[src/rtl/cesc_cfg.svh]
`ifndef CESC_CFG_SVH
`define CESC_CFG_SVH

// Widths of the per-type cycle counts and of the state totals, and the number of cycle types
`define CESC_CNT_W          2
`define CESC_TOT_W          8
`define CESC_NUM_CYC        6

// States per cycle, by access location
`define CESC_SLEN_MEM       2'h2
`define CESC_SLEN_PERI_FAST 2'h2
`define CESC_SLEN_PERI_SLOW 2'h3
`define CESC_SLEN_INTERNAL  2'h1

// Cycle counts used by the decoder
`define CESC_FETCH_ONE      2'h1
`define CESC_FETCH_TWO      2'h2
`define CESC_FETCH_IMM8     2'h1
`define CESC_FETCH_IMM16    2'h2
`define CESC_FETCH_IMM32    2'h3
`define CESC_BIT_MEM_BYTES  2'h1
`define CESC_BR16_INTERNAL  2'h2

`endif

[src/rtl/cesc_pkg.sv]
package cesc_pkg;

  typedef enum logic [3:0] {
    CESC_ADD_OP                 = 4'h0,
    CESC_ADD_SMALL_CONSTANT_OP  = 4'h1,
    CESC_ADD_WITH_CARRY_OP      = 4'h2,
    CESC_AND_OP                 = 4'h3,
    CESC_AND_CONDITION_CODE_OP  = 4'h4,
    CESC_BIT_AND_OP             = 4'h5,
    CESC_BRANCH_D8_OP           = 4'h6,
    CESC_BRANCH_D16_OP          = 4'h7
  } cesc_instr_e;

  typedef enum logic [1:0] {
    CESC_FORM_REG          = 2'h0,
    CESC_FORM_IMM          = 2'h1,
    CESC_FORM_REG_INDIRECT = 2'h2,
    CESC_FORM_ABS8         = 2'h3
  } cesc_form_e;

  typedef enum logic [1:0] {
    CESC_SIZE_BYTE = 2'h0,
    CESC_SIZE_WORD = 2'h1,
    CESC_SIZE_LONG = 2'h2
  } cesc_size_e;

  typedef enum logic [2:0] {
    CESC_CYC_FETCH       = 3'h0,
    CESC_CYC_BRANCH_READ = 3'h1,
    CESC_CYC_STACK       = 3'h2,
    CESC_CYC_BYTE_DATA   = 3'h3,
    CESC_CYC_WORD_DATA   = 3'h4,
    CESC_CYC_INTERNAL    = 3'h5
  } cesc_cyc_e;

  typedef enum logic {
    CESC_ST_IDLE = 1'b0,
    CESC_ST_RUN  = 1'b1
  } cesc_state_e;

  typedef struct packed {
    cesc_instr_e instr;
    cesc_form_e  form;
    cesc_size_e  size;
    logic        data_periph;
    logic        periph_slow;
  } cesc_req_s;

  // One 2-bit cycle count per cycle type, indexed by cesc_cyc_e
  typedef logic [5:0][1:0] cesc_cnt_t;

endpackage

[src/rtl/cesc_state_timer.sv]
`timescale 1ns/10ps
`include "cesc_cfg.svh"

module cesc_state_timer (
  input  wire logic                   clk,
  input  wire logic                   reset_n,
  input  wire logic                   load,
  input  wire logic [`CESC_CNT_W-1:0] len,
  output logic                        active,
  output logic                        last
);
  logic [`CESC_CNT_W-1:0] cnt_reg;
  logic [`CESC_CNT_W-1:0] cnt_next;

  always_comb begin
    if (load) begin
      cnt_next = len;
    end else if (cnt_reg != '0) begin
      cnt_next = cnt_reg - `CESC_CNT_W'(1);
    end else begin
      cnt_next = '0;
    end
  end

  always_ff @(posedge clk) begin
    if (!reset_n) begin
      cnt_reg <= '0;
    end else begin
      cnt_reg <= cnt_next;
    end
  end

  assign active = (cnt_reg != '0);
  assign last   = (cnt_reg == `CESC_CNT_W'(1));
endmodule // cesc_state_timer

[src/rtl/cesc_exec_counter.sv]
`timescale 1ns/10ps
`include "cesc_cfg.svh"

module cesc_exec_counter (
  input  wire logic                   clk,
  input  wire logic                   reset_n,
  input  wire logic                   req_valid,
  input  wire cesc_pkg::cesc_req_s    req,
  output logic                        req_ready,
  output logic                        busy,
  output cesc_pkg::cesc_cyc_e         cur_cycle,
  output logic                        state_strobe,
  output logic                        cycle_begin,
  output logic                        instr_done,
  output cesc_pkg::cesc_cnt_t         cycle_counts,
  output logic [`CESC_TOT_W-1:0]      total_states,
  output logic [`CESC_TOT_W-1:0]      elapsed_states
);
  import cesc_pkg::*;

  cesc_state_e            state_reg;
  cesc_state_e            state_next;
  cesc_cnt_t              cnt_reg;
  cesc_cnt_t              cnt_next;
  cesc_cnt_t              cnt_dec;
  cesc_cyc_e              cyc_reg;
  cesc_cyc_e              cyc_next;
  logic [`CESC_CNT_W-1:0] rem_reg;
  logic [`CESC_CNT_W-1:0] rem_next;
  logic                   periph_reg;
  logic                   periph_next;
  logic                   slow_reg;
  logic                   slow_next;
  logic [`CESC_TOT_W-1:0] total_reg;
  logic [`CESC_TOT_W-1:0] total_next;
  logic [`CESC_TOT_W-1:0] elapsed_reg;
  logic [`CESC_TOT_W-1:0] elapsed_next;
  logic                   begin_reg;
  logic                   begin_next;
  logic                   done_reg;
  logic                   done_next;
  logic                   tmr_load;
  logic [`CESC_CNT_W-1:0] tmr_len;
  logic                   tmr_active;
  logic                   tmr_last;
  logic                   accept;
  logic                   found;
  cesc_cyc_e              found_cyc;

  // State length of one cycle of a given type
  function automatic logic [`CESC_CNT_W-1:0] slen(input cesc_cyc_e c,
                                                  input logic periph,
                                                  input logic slow);
    case (c)
      CESC_CYC_FETCH:       slen = `CESC_SLEN_MEM;
      CESC_CYC_BRANCH_READ: slen = `CESC_SLEN_MEM;
      CESC_CYC_STACK:       slen = `CESC_SLEN_MEM;
      CESC_CYC_BYTE_DATA,
      CESC_CYC_WORD_DATA: begin
        if (!periph) begin
          slen = `CESC_SLEN_MEM;
        end else if (slow) begin
          slen = `CESC_SLEN_PERI_SLOW;
        end else begin
          slen = `CESC_SLEN_PERI_FAST;
        end
      end
      CESC_CYC_INTERNAL:    slen = `CESC_SLEN_INTERNAL;
      default:              slen = `CESC_SLEN_MEM;
    endcase
  endfunction

  // Cycle counts per instruction class and operand form
  always_comb begin
    cnt_dec = '0;
    cnt_dec[CESC_CYC_FETCH] = `CESC_FETCH_ONE;
    case (req.instr)
      CESC_ADD_OP,
      CESC_AND_OP: begin
        if (req.form == CESC_FORM_IMM) begin
          case (req.size)
            CESC_SIZE_BYTE: cnt_dec[CESC_CYC_FETCH] = `CESC_FETCH_IMM8;
            CESC_SIZE_WORD: cnt_dec[CESC_CYC_FETCH] = `CESC_FETCH_IMM16;
            CESC_SIZE_LONG: cnt_dec[CESC_CYC_FETCH] = `CESC_FETCH_IMM32;
            default:        cnt_dec[CESC_CYC_FETCH] = `CESC_FETCH_ONE;
          endcase
        end else if (req.instr == CESC_AND_OP &&
                     req.size == CESC_SIZE_LONG) begin
          cnt_dec[CESC_CYC_FETCH] = `CESC_FETCH_TWO;
        end else begin
          cnt_dec[CESC_CYC_FETCH] = `CESC_FETCH_ONE;
        end
      end
      CESC_ADD_SMALL_CONSTANT_OP,
      CESC_ADD_WITH_CARRY_OP,
      CESC_AND_CONDITION_CODE_OP: begin
        cnt_dec[CESC_CYC_FETCH] = `CESC_FETCH_ONE;
      end
      CESC_BIT_AND_OP: begin
        if (req.form == CESC_FORM_REG_INDIRECT ||
            req.form == CESC_FORM_ABS8) begin
          cnt_dec[CESC_CYC_FETCH]     = `CESC_FETCH_TWO;
          cnt_dec[CESC_CYC_BYTE_DATA] = `CESC_BIT_MEM_BYTES;
        end else begin
          cnt_dec[CESC_CYC_FETCH] = `CESC_FETCH_ONE;
        end
      end
      CESC_BRANCH_D8_OP: begin
        cnt_dec[CESC_CYC_FETCH] = `CESC_FETCH_TWO;
      end
      CESC_BRANCH_D16_OP: begin
        cnt_dec[CESC_CYC_FETCH]    = `CESC_FETCH_TWO;
        cnt_dec[CESC_CYC_INTERNAL] = `CESC_BR16_INTERNAL;
      end
      default: begin
        cnt_dec[CESC_CYC_FETCH] = `CESC_FETCH_ONE;
      end
    endcase
  end

  assign accept    = (state_reg == CESC_ST_IDLE) && req_valid;
  assign req_ready = (state_reg == CESC_ST_IDLE);

  // Next cycle type with a nonzero count: from the first type on accept,
  // otherwise strictly after the current one. Skipping here avoids a
  // dead clock for empty types.
  always_comb begin
    cesc_cnt_t c;
    int        lo;
    c         = accept ? cnt_dec : cnt_reg;
    lo        = accept ? 0 : int'(cyc_reg) + 1;
    found     = 1'b0;
    found_cyc = CESC_CYC_FETCH;
    for (int t = `CESC_NUM_CYC - 1; t >= 0; t--) begin
      if (t >= lo && c[t] != '0) begin
        found     = 1'b1;
        found_cyc = cesc_cyc_e'(3'(t));
      end
    end
  end

  always_comb begin
    logic [`CESC_TOT_W-1:0] sum;
    sum          = '0;
    state_next   = state_reg;
    cnt_next     = cnt_reg;
    cyc_next     = cyc_reg;
    rem_next     = rem_reg;
    periph_next  = periph_reg;
    slow_next    = slow_reg;
    total_next   = total_reg;
    elapsed_next = elapsed_reg;
    begin_next   = 1'b0;
    done_next    = 1'b0;
    tmr_load     = 1'b0;
    tmr_len      = slen(cyc_reg, periph_reg, slow_reg);
    case (state_reg)
      CESC_ST_IDLE: begin
        if (accept) begin
          for (int t = 0; t < `CESC_NUM_CYC; t++) begin
            sum = sum + `CESC_TOT_W'(cnt_dec[t]) *
                  `CESC_TOT_W'(slen(cesc_cyc_e'(3'(t)), req.data_periph,
                                    req.periph_slow));
          end
          cnt_next     = cnt_dec;
          periph_next  = req.data_periph;
          slow_next    = req.periph_slow;
          total_next   = sum;
          elapsed_next = '0;
          if (found) begin
            state_next = CESC_ST_RUN;
            cyc_next   = found_cyc;
            rem_next   = cnt_dec[found_cyc];
            tmr_load   = 1'b1;
            tmr_len    = slen(found_cyc, req.data_periph, req.periph_slow);
            begin_next = 1'b1;
          end else begin
            done_next = 1'b1;
          end
        end
      end
      CESC_ST_RUN: begin
        if (tmr_active) begin
          elapsed_next = elapsed_reg + `CESC_TOT_W'(1);
        end
        if (tmr_last) begin
          if (rem_reg > `CESC_CNT_W'(1)) begin
            rem_next   = rem_reg - `CESC_CNT_W'(1);
            tmr_load   = 1'b1;
            begin_next = 1'b1;
          end else if (found) begin
            cyc_next   = found_cyc;
            rem_next   = cnt_reg[found_cyc];
            tmr_load   = 1'b1;
            tmr_len    = slen(found_cyc, periph_reg, slow_reg);
            begin_next = 1'b1;
          end else begin
            state_next = CESC_ST_IDLE;
            rem_next   = '0;
            done_next  = 1'b1;
          end
        end
      end
      default: begin
        state_next = CESC_ST_IDLE;
      end
    endcase
  end

  always_ff @(posedge clk) begin
    if (!reset_n) begin
      state_reg   <= CESC_ST_IDLE;
      cnt_reg     <= '0;
      cyc_reg     <= CESC_CYC_FETCH;
      rem_reg     <= '0;
      periph_reg  <= 1'b0;
      slow_reg    <= 1'b0;
      total_reg   <= '0;
      elapsed_reg <= '0;
      begin_reg   <= 1'b0;
      done_reg    <= 1'b0;
    end else begin
      state_reg   <= state_next;
      cnt_reg     <= cnt_next;
      cyc_reg     <= cyc_next;
      rem_reg     <= rem_next;
      periph_reg  <= periph_next;
      slow_reg    <= slow_next;
      total_reg   <= total_next;
      elapsed_reg <= elapsed_next;
      begin_reg   <= begin_next;
      done_reg    <= done_next;
    end
  end

  cesc_state_timer u_timer (
    .clk     (clk),
    .reset_n (reset_n),
    .load    (tmr_load),
    .len     (tmr_len),
    .active  (tmr_active),
    .last    (tmr_last)
  );

  assign busy           = (state_reg == CESC_ST_RUN);
  assign cur_cycle      = cyc_reg;
  assign state_strobe   = tmr_active;
  assign cycle_begin    = begin_reg;
  assign instr_done     = done_reg;
  assign cycle_counts   = cnt_reg;
  assign total_states   = total_reg;
  assign elapsed_states = elapsed_reg;
endmodule // cesc_exec_counter

[config.mk]
export PLATFORM = sky130hd
export DESIGN_NAME = cesc_exec_counter
export DESIGN_NICKNAME = d
export VERILOG_FILES = /design/src/rtl/cesc_pkg.sv /design/src/rtl/cesc_state_timer.sv /design/src/rtl/cesc_exec_counter.sv
export VERILOG_INCLUDE_DIRS = /design/src /design/src/rtl
export SDC_FILE = /design/constraint.sdc
export NUM_CORES = 1
export LEC_CHECK = 0
export BUFFER_PORTS_ARGS = -buffer_cell sky130_fd_sc_hd__buf_2
export CORE_MARGIN = 2
export CORE_UTILIZATION = 35
export CTS_BUF_LIST = sky130_fd_sc_hd__clkbuf_16
export CTS_CLUSTER_DIAMETER = 100
export CTS_CLUSTER_SIZE = 24
export DETAILED_ROUTE_END_ITERATION = 8
export SYNTH_ARGS = -nofsm -noshare
export SYNTH_HDL_FRONTEND = slang
export SYNTH_SLANG_ARGS = --single-unit
[constraint.sdc]
create_clock -name clk -period 5.1 [get_ports clk]
set_input_delay 1.53 -clock clk [delete_from_list [all_inputs] [get_ports clk]]
set_output_delay 1.53 -clock clk [all_outputs]
set_load 0.01 [all_outputs]
==> impl_summary.log <==
[metrics] total leakage power: 1.19 nW
[metrics] kind of start point of the critical path: input pin
[metrics] power density over the cells: 278 mW/mm^2
[metrics] worst-skew pair later-pin latency: 0.28 ns
[metrics] Setup Fix Bufs, Post-CTS: 0
[metrics] Row Count: 29
[metrics] Cell variety after synth: 67
[metrics] main flop type after synthesis: dfxtp_1
[metrics] dominant cell by count in the synthesized netlist: nand2_1
[metrics] worst-path fanout max: 4
[metrics] slew at the pin closest to its max-slew limit: 0.811 ns
[metrics] count of buffers inserted at the top-level ports: 44
[metrics] number of antenna violations at the first check in global routing: 0
[metrics] total global routing overflow: 0
[metrics] start-to-end type of the worst setup path: in -> reg
[metrics] final-stage net count: 353
[metrics] number of standard cells in the layout, taps in and fillers out: 409
[metrics] run status: finished clean
[metrics] placed instance count: 401
[metrics] count of cells along the worst register-to-register path: 7
[metrics] average wire per standard cell: 15.3 um
[metrics] post-layout utilization of the core: 0.430
[metrics] Req. time, crit path: 5.26 ns
[metrics] yosys warns: 0
[metrics] Hold Startpoint: total_states[1]
[metrics] detailed placer's ending HPWL: 4600 um
[metrics] number of flip-flops in the largest register: 12
[metrics] ratio of cells with drive above 1 in the final layout: 0.229
[metrics] sequential fraction of the synthesis area: 0.309
[metrics] count of antenna-violating nets left after detailed routing: 0
[metrics] final critical-path required period: 3.59 ns
[metrics] most used standard cells in the synthesized netlist: nand2_1, dfxtp_1, a21oi_1, nor2_1, nand3_1
[metrics] overall track demand over capacity in global routing: 0.176
[metrics] die area: 0.00734 sq mm
[metrics] total wire length: 6240 um
[metrics] maximum number of pins on one net before global-route repair: 28
[metrics] largest buffer count on any clock path: 2
[metrics] number of fill cells in the layout: 665
[metrics] sinks on the clock net: 36
[metrics] Max VDD drop: 0.137 mV
[metrics] Setup Total Neg Slack: 0 ns
[metrics] proportion of netlist area held by the largest area contributor: 0.309
[metrics] number of vias per cell after detailed routing: 5.56
[metrics] Tcrit/Tclk final: 0.704
[metrics] root buffer cell: clkbuf_16
[metrics] cell types with the largest area share after synthesis: dfxtp_1, nand2_1, a21oi_1, nor2_1, ha_1
[metrics] Mapped Area: 0.00233 sq mm
[metrics] average instance area after synthesis: 7.96 sq um
[metrics] depth of the worst hold-timing path: 2
[metrics] setup skew after layout: 0.00470 ns
[metrics] count of pins over their slew limit: 0
[metrics] Seq cells post-synth: 36
[metrics] DP Area: 0.00258 sq mm
[metrics] final setup violation count: 0
[metrics] via count of the first global-routing pass: 2114
[metrics] number of synthesized flops with an enable pin: 0
[metrics] top cell type by total area after synthesis: dfxtp_1
[metrics] width of the chip: 85.7 um
[metrics] DRC violation count after routing: 0
[metrics] first-pass GRT wire length: 10300 um
[metrics] H-tree depth: 2
[metrics] Cells after Synth: 293
[metrics] CTS tree: yes
[metrics] number of max-cap violations: 0
[metrics] async set-reset flop share out of synthesis: 0
[metrics] global placement routability congestion: 0.935
[metrics] CP Data Arrival Time: 3.75 ns
[metrics] worst hold-check path type: reg -> reg
[metrics] launching point of the worst reg2reg path: busy
[metrics] CTS buffer count: 5
[metrics] total non-filler cell area in the finished layout: 0.00275 sq mm
[metrics] Hold Buf Count CTS: 0
[metrics] final hold violation count: 0
[metrics] worst setup path startpoint: req[2]
[metrics] vertical die dimension: 85.7 um
[metrics] total of cells resized after clock tree synthesis: 0
[metrics] area of the core region: 0.00639 sq mm
[metrics] setup repair after global routing missed its margin: no
[metrics] number of I/O pins: 49
[metrics] Slew headroom: 0.458
[metrics] drt first-iter violations: 189
[metrics] 1st-pass router iterations: 4
[metrics] Worst setup EP type: register
[metrics] via count: 2273
[metrics] initial core utilization: 0.365
[metrics] clock transition at the registers of the reported paths: 0.05 ns
[metrics] P&R area growth vs syn: 17.7%
[metrics] f_max: 278 MHz
[metrics] diodes inserted: 0
[metrics] slack of the worst reg-to-reg path: 2.18 ns
-- power breakdown --
| part | internal [mW] | switching (mW) | leakage (nW) |
|---|---|---|---|
| sequential | 0.290 | 0.00962 | 0.292 |
| clock | 0.227 | 0.115 | 0.0789 |
| combinational | 0.0464 | 0.0760 | 0.819 |
| total | 0.564 | 0.201 | 1.19 |
-- per-layer routing --
layer | vias to the layer above | track usage | part of all wire
li1 | 1123 | - | -
met1 | 1063 | 0.240 | 0.48
met2 | 69 | 0.271 | 0.44
met3 | 18 | 0.0404 | 0.059
met4 | 0 | 0.0649 | 0.027
met5 | - | 0 | 0
-- worst paths after layout --
check	endpoint
max	total_states[2]
min	total_states[1]
max reg2reg	u_timer.cnt_reg[0]
min reg2reg	total_states[1]
-- cells by family after synthesis --
group                      count (synthesis)  share of synthesized area
and+or+nand+nor                          121                      0.264
muxes                                      4                     0.0177
adders and majority gates                  9                     0.0515
xor gates and xnor gates                   2                     0.0107
DFF                                       36                      0.309
buffers and inverters                     30                     0.0601
AOI/OAI and AO/OA                         90                      0.285
other                                      1                    0.00161
-- metrics by stage --
| stage | hold slack (ns) | total power [mW] | setup slack [ns] |
|---|---|---|---|
| 6_report | 0.455 | 0.765 | 1.51 |
| 5_1_grt | 0.493 | 0.801 | 1.33 |
| 4_1_cts | 0.458 | 0.771 | 1.48 |
| 3_5_place_dp | 0.444 | 0.427 | 1.19 |
| 3_3_place_gp | 0.442 | 0.427 | 1.20 |
| 2_1_floorplan | 0.436 | 0.395 | 1.52 |
-- cell type report --
type                    instances  area [sq um]  share of cell area
flip-flops and latches         36           721               0.262
clock buffers                   5           125              0.0455
well taps                      77          96.3              0.0351
repair buffers                 47           243              0.0883
multi-input cells             230          1480               0.540
clock inverters                 3          37.5              0.0137
inverters                      11          41.3              0.0150
-- worst max-delay path, cell delays in order --
cell and delay (ns):
buf_2 0.09, inv_1 0.04, ha_1 0.31, or3b_2 0.44, o31ai_1 0.10, a21o_1 0.16, nand2_1 0.05, a31oi_1 0.41
fa_1 0.48, nand2_1 0.08, a21oi_1 0.07
-- cell usage in the layout (no fill, tap or decap), drive strengths merged, types with 3 or more instances in the layout --
| master | synthesis | final |
|---|---|---|
| a211oi | 5 | 5 |
| a21o | 5 | 5 |
| a21oi | 27 | 27 |
| a31o | 4 | 4 |
| a31oi | 7 | 7 |
| and2 | 5 | 5 |
| and3 | 9 | 9 |
| buf | 10 | 47 |
| clkbuf | 9 | 5 |
| clkinv | 1 | 3 |
| conb | 1 | 4 |
| dfxtp | 36 | 36 |
| ha | 8 | 8 |
| inv | 10 | 10 |
| mux2i | 3 | 3 |
| nand2 | 40 | 40 |
| nand2b | 7 | 7 |
| nand3 | 11 | 11 |
| nor2 | 27 | 27 |
| nor2b | 4 | 4 |
| nor3 | 5 | 5 |
| o211ai | 7 | 7 |
| o21a | 4 | 4 |
| o21ai | 9 | 9 |
| o31ai | 3 | 3 |
| or2 | 3 | 3 |
Power figures use the tool's default switching activity.
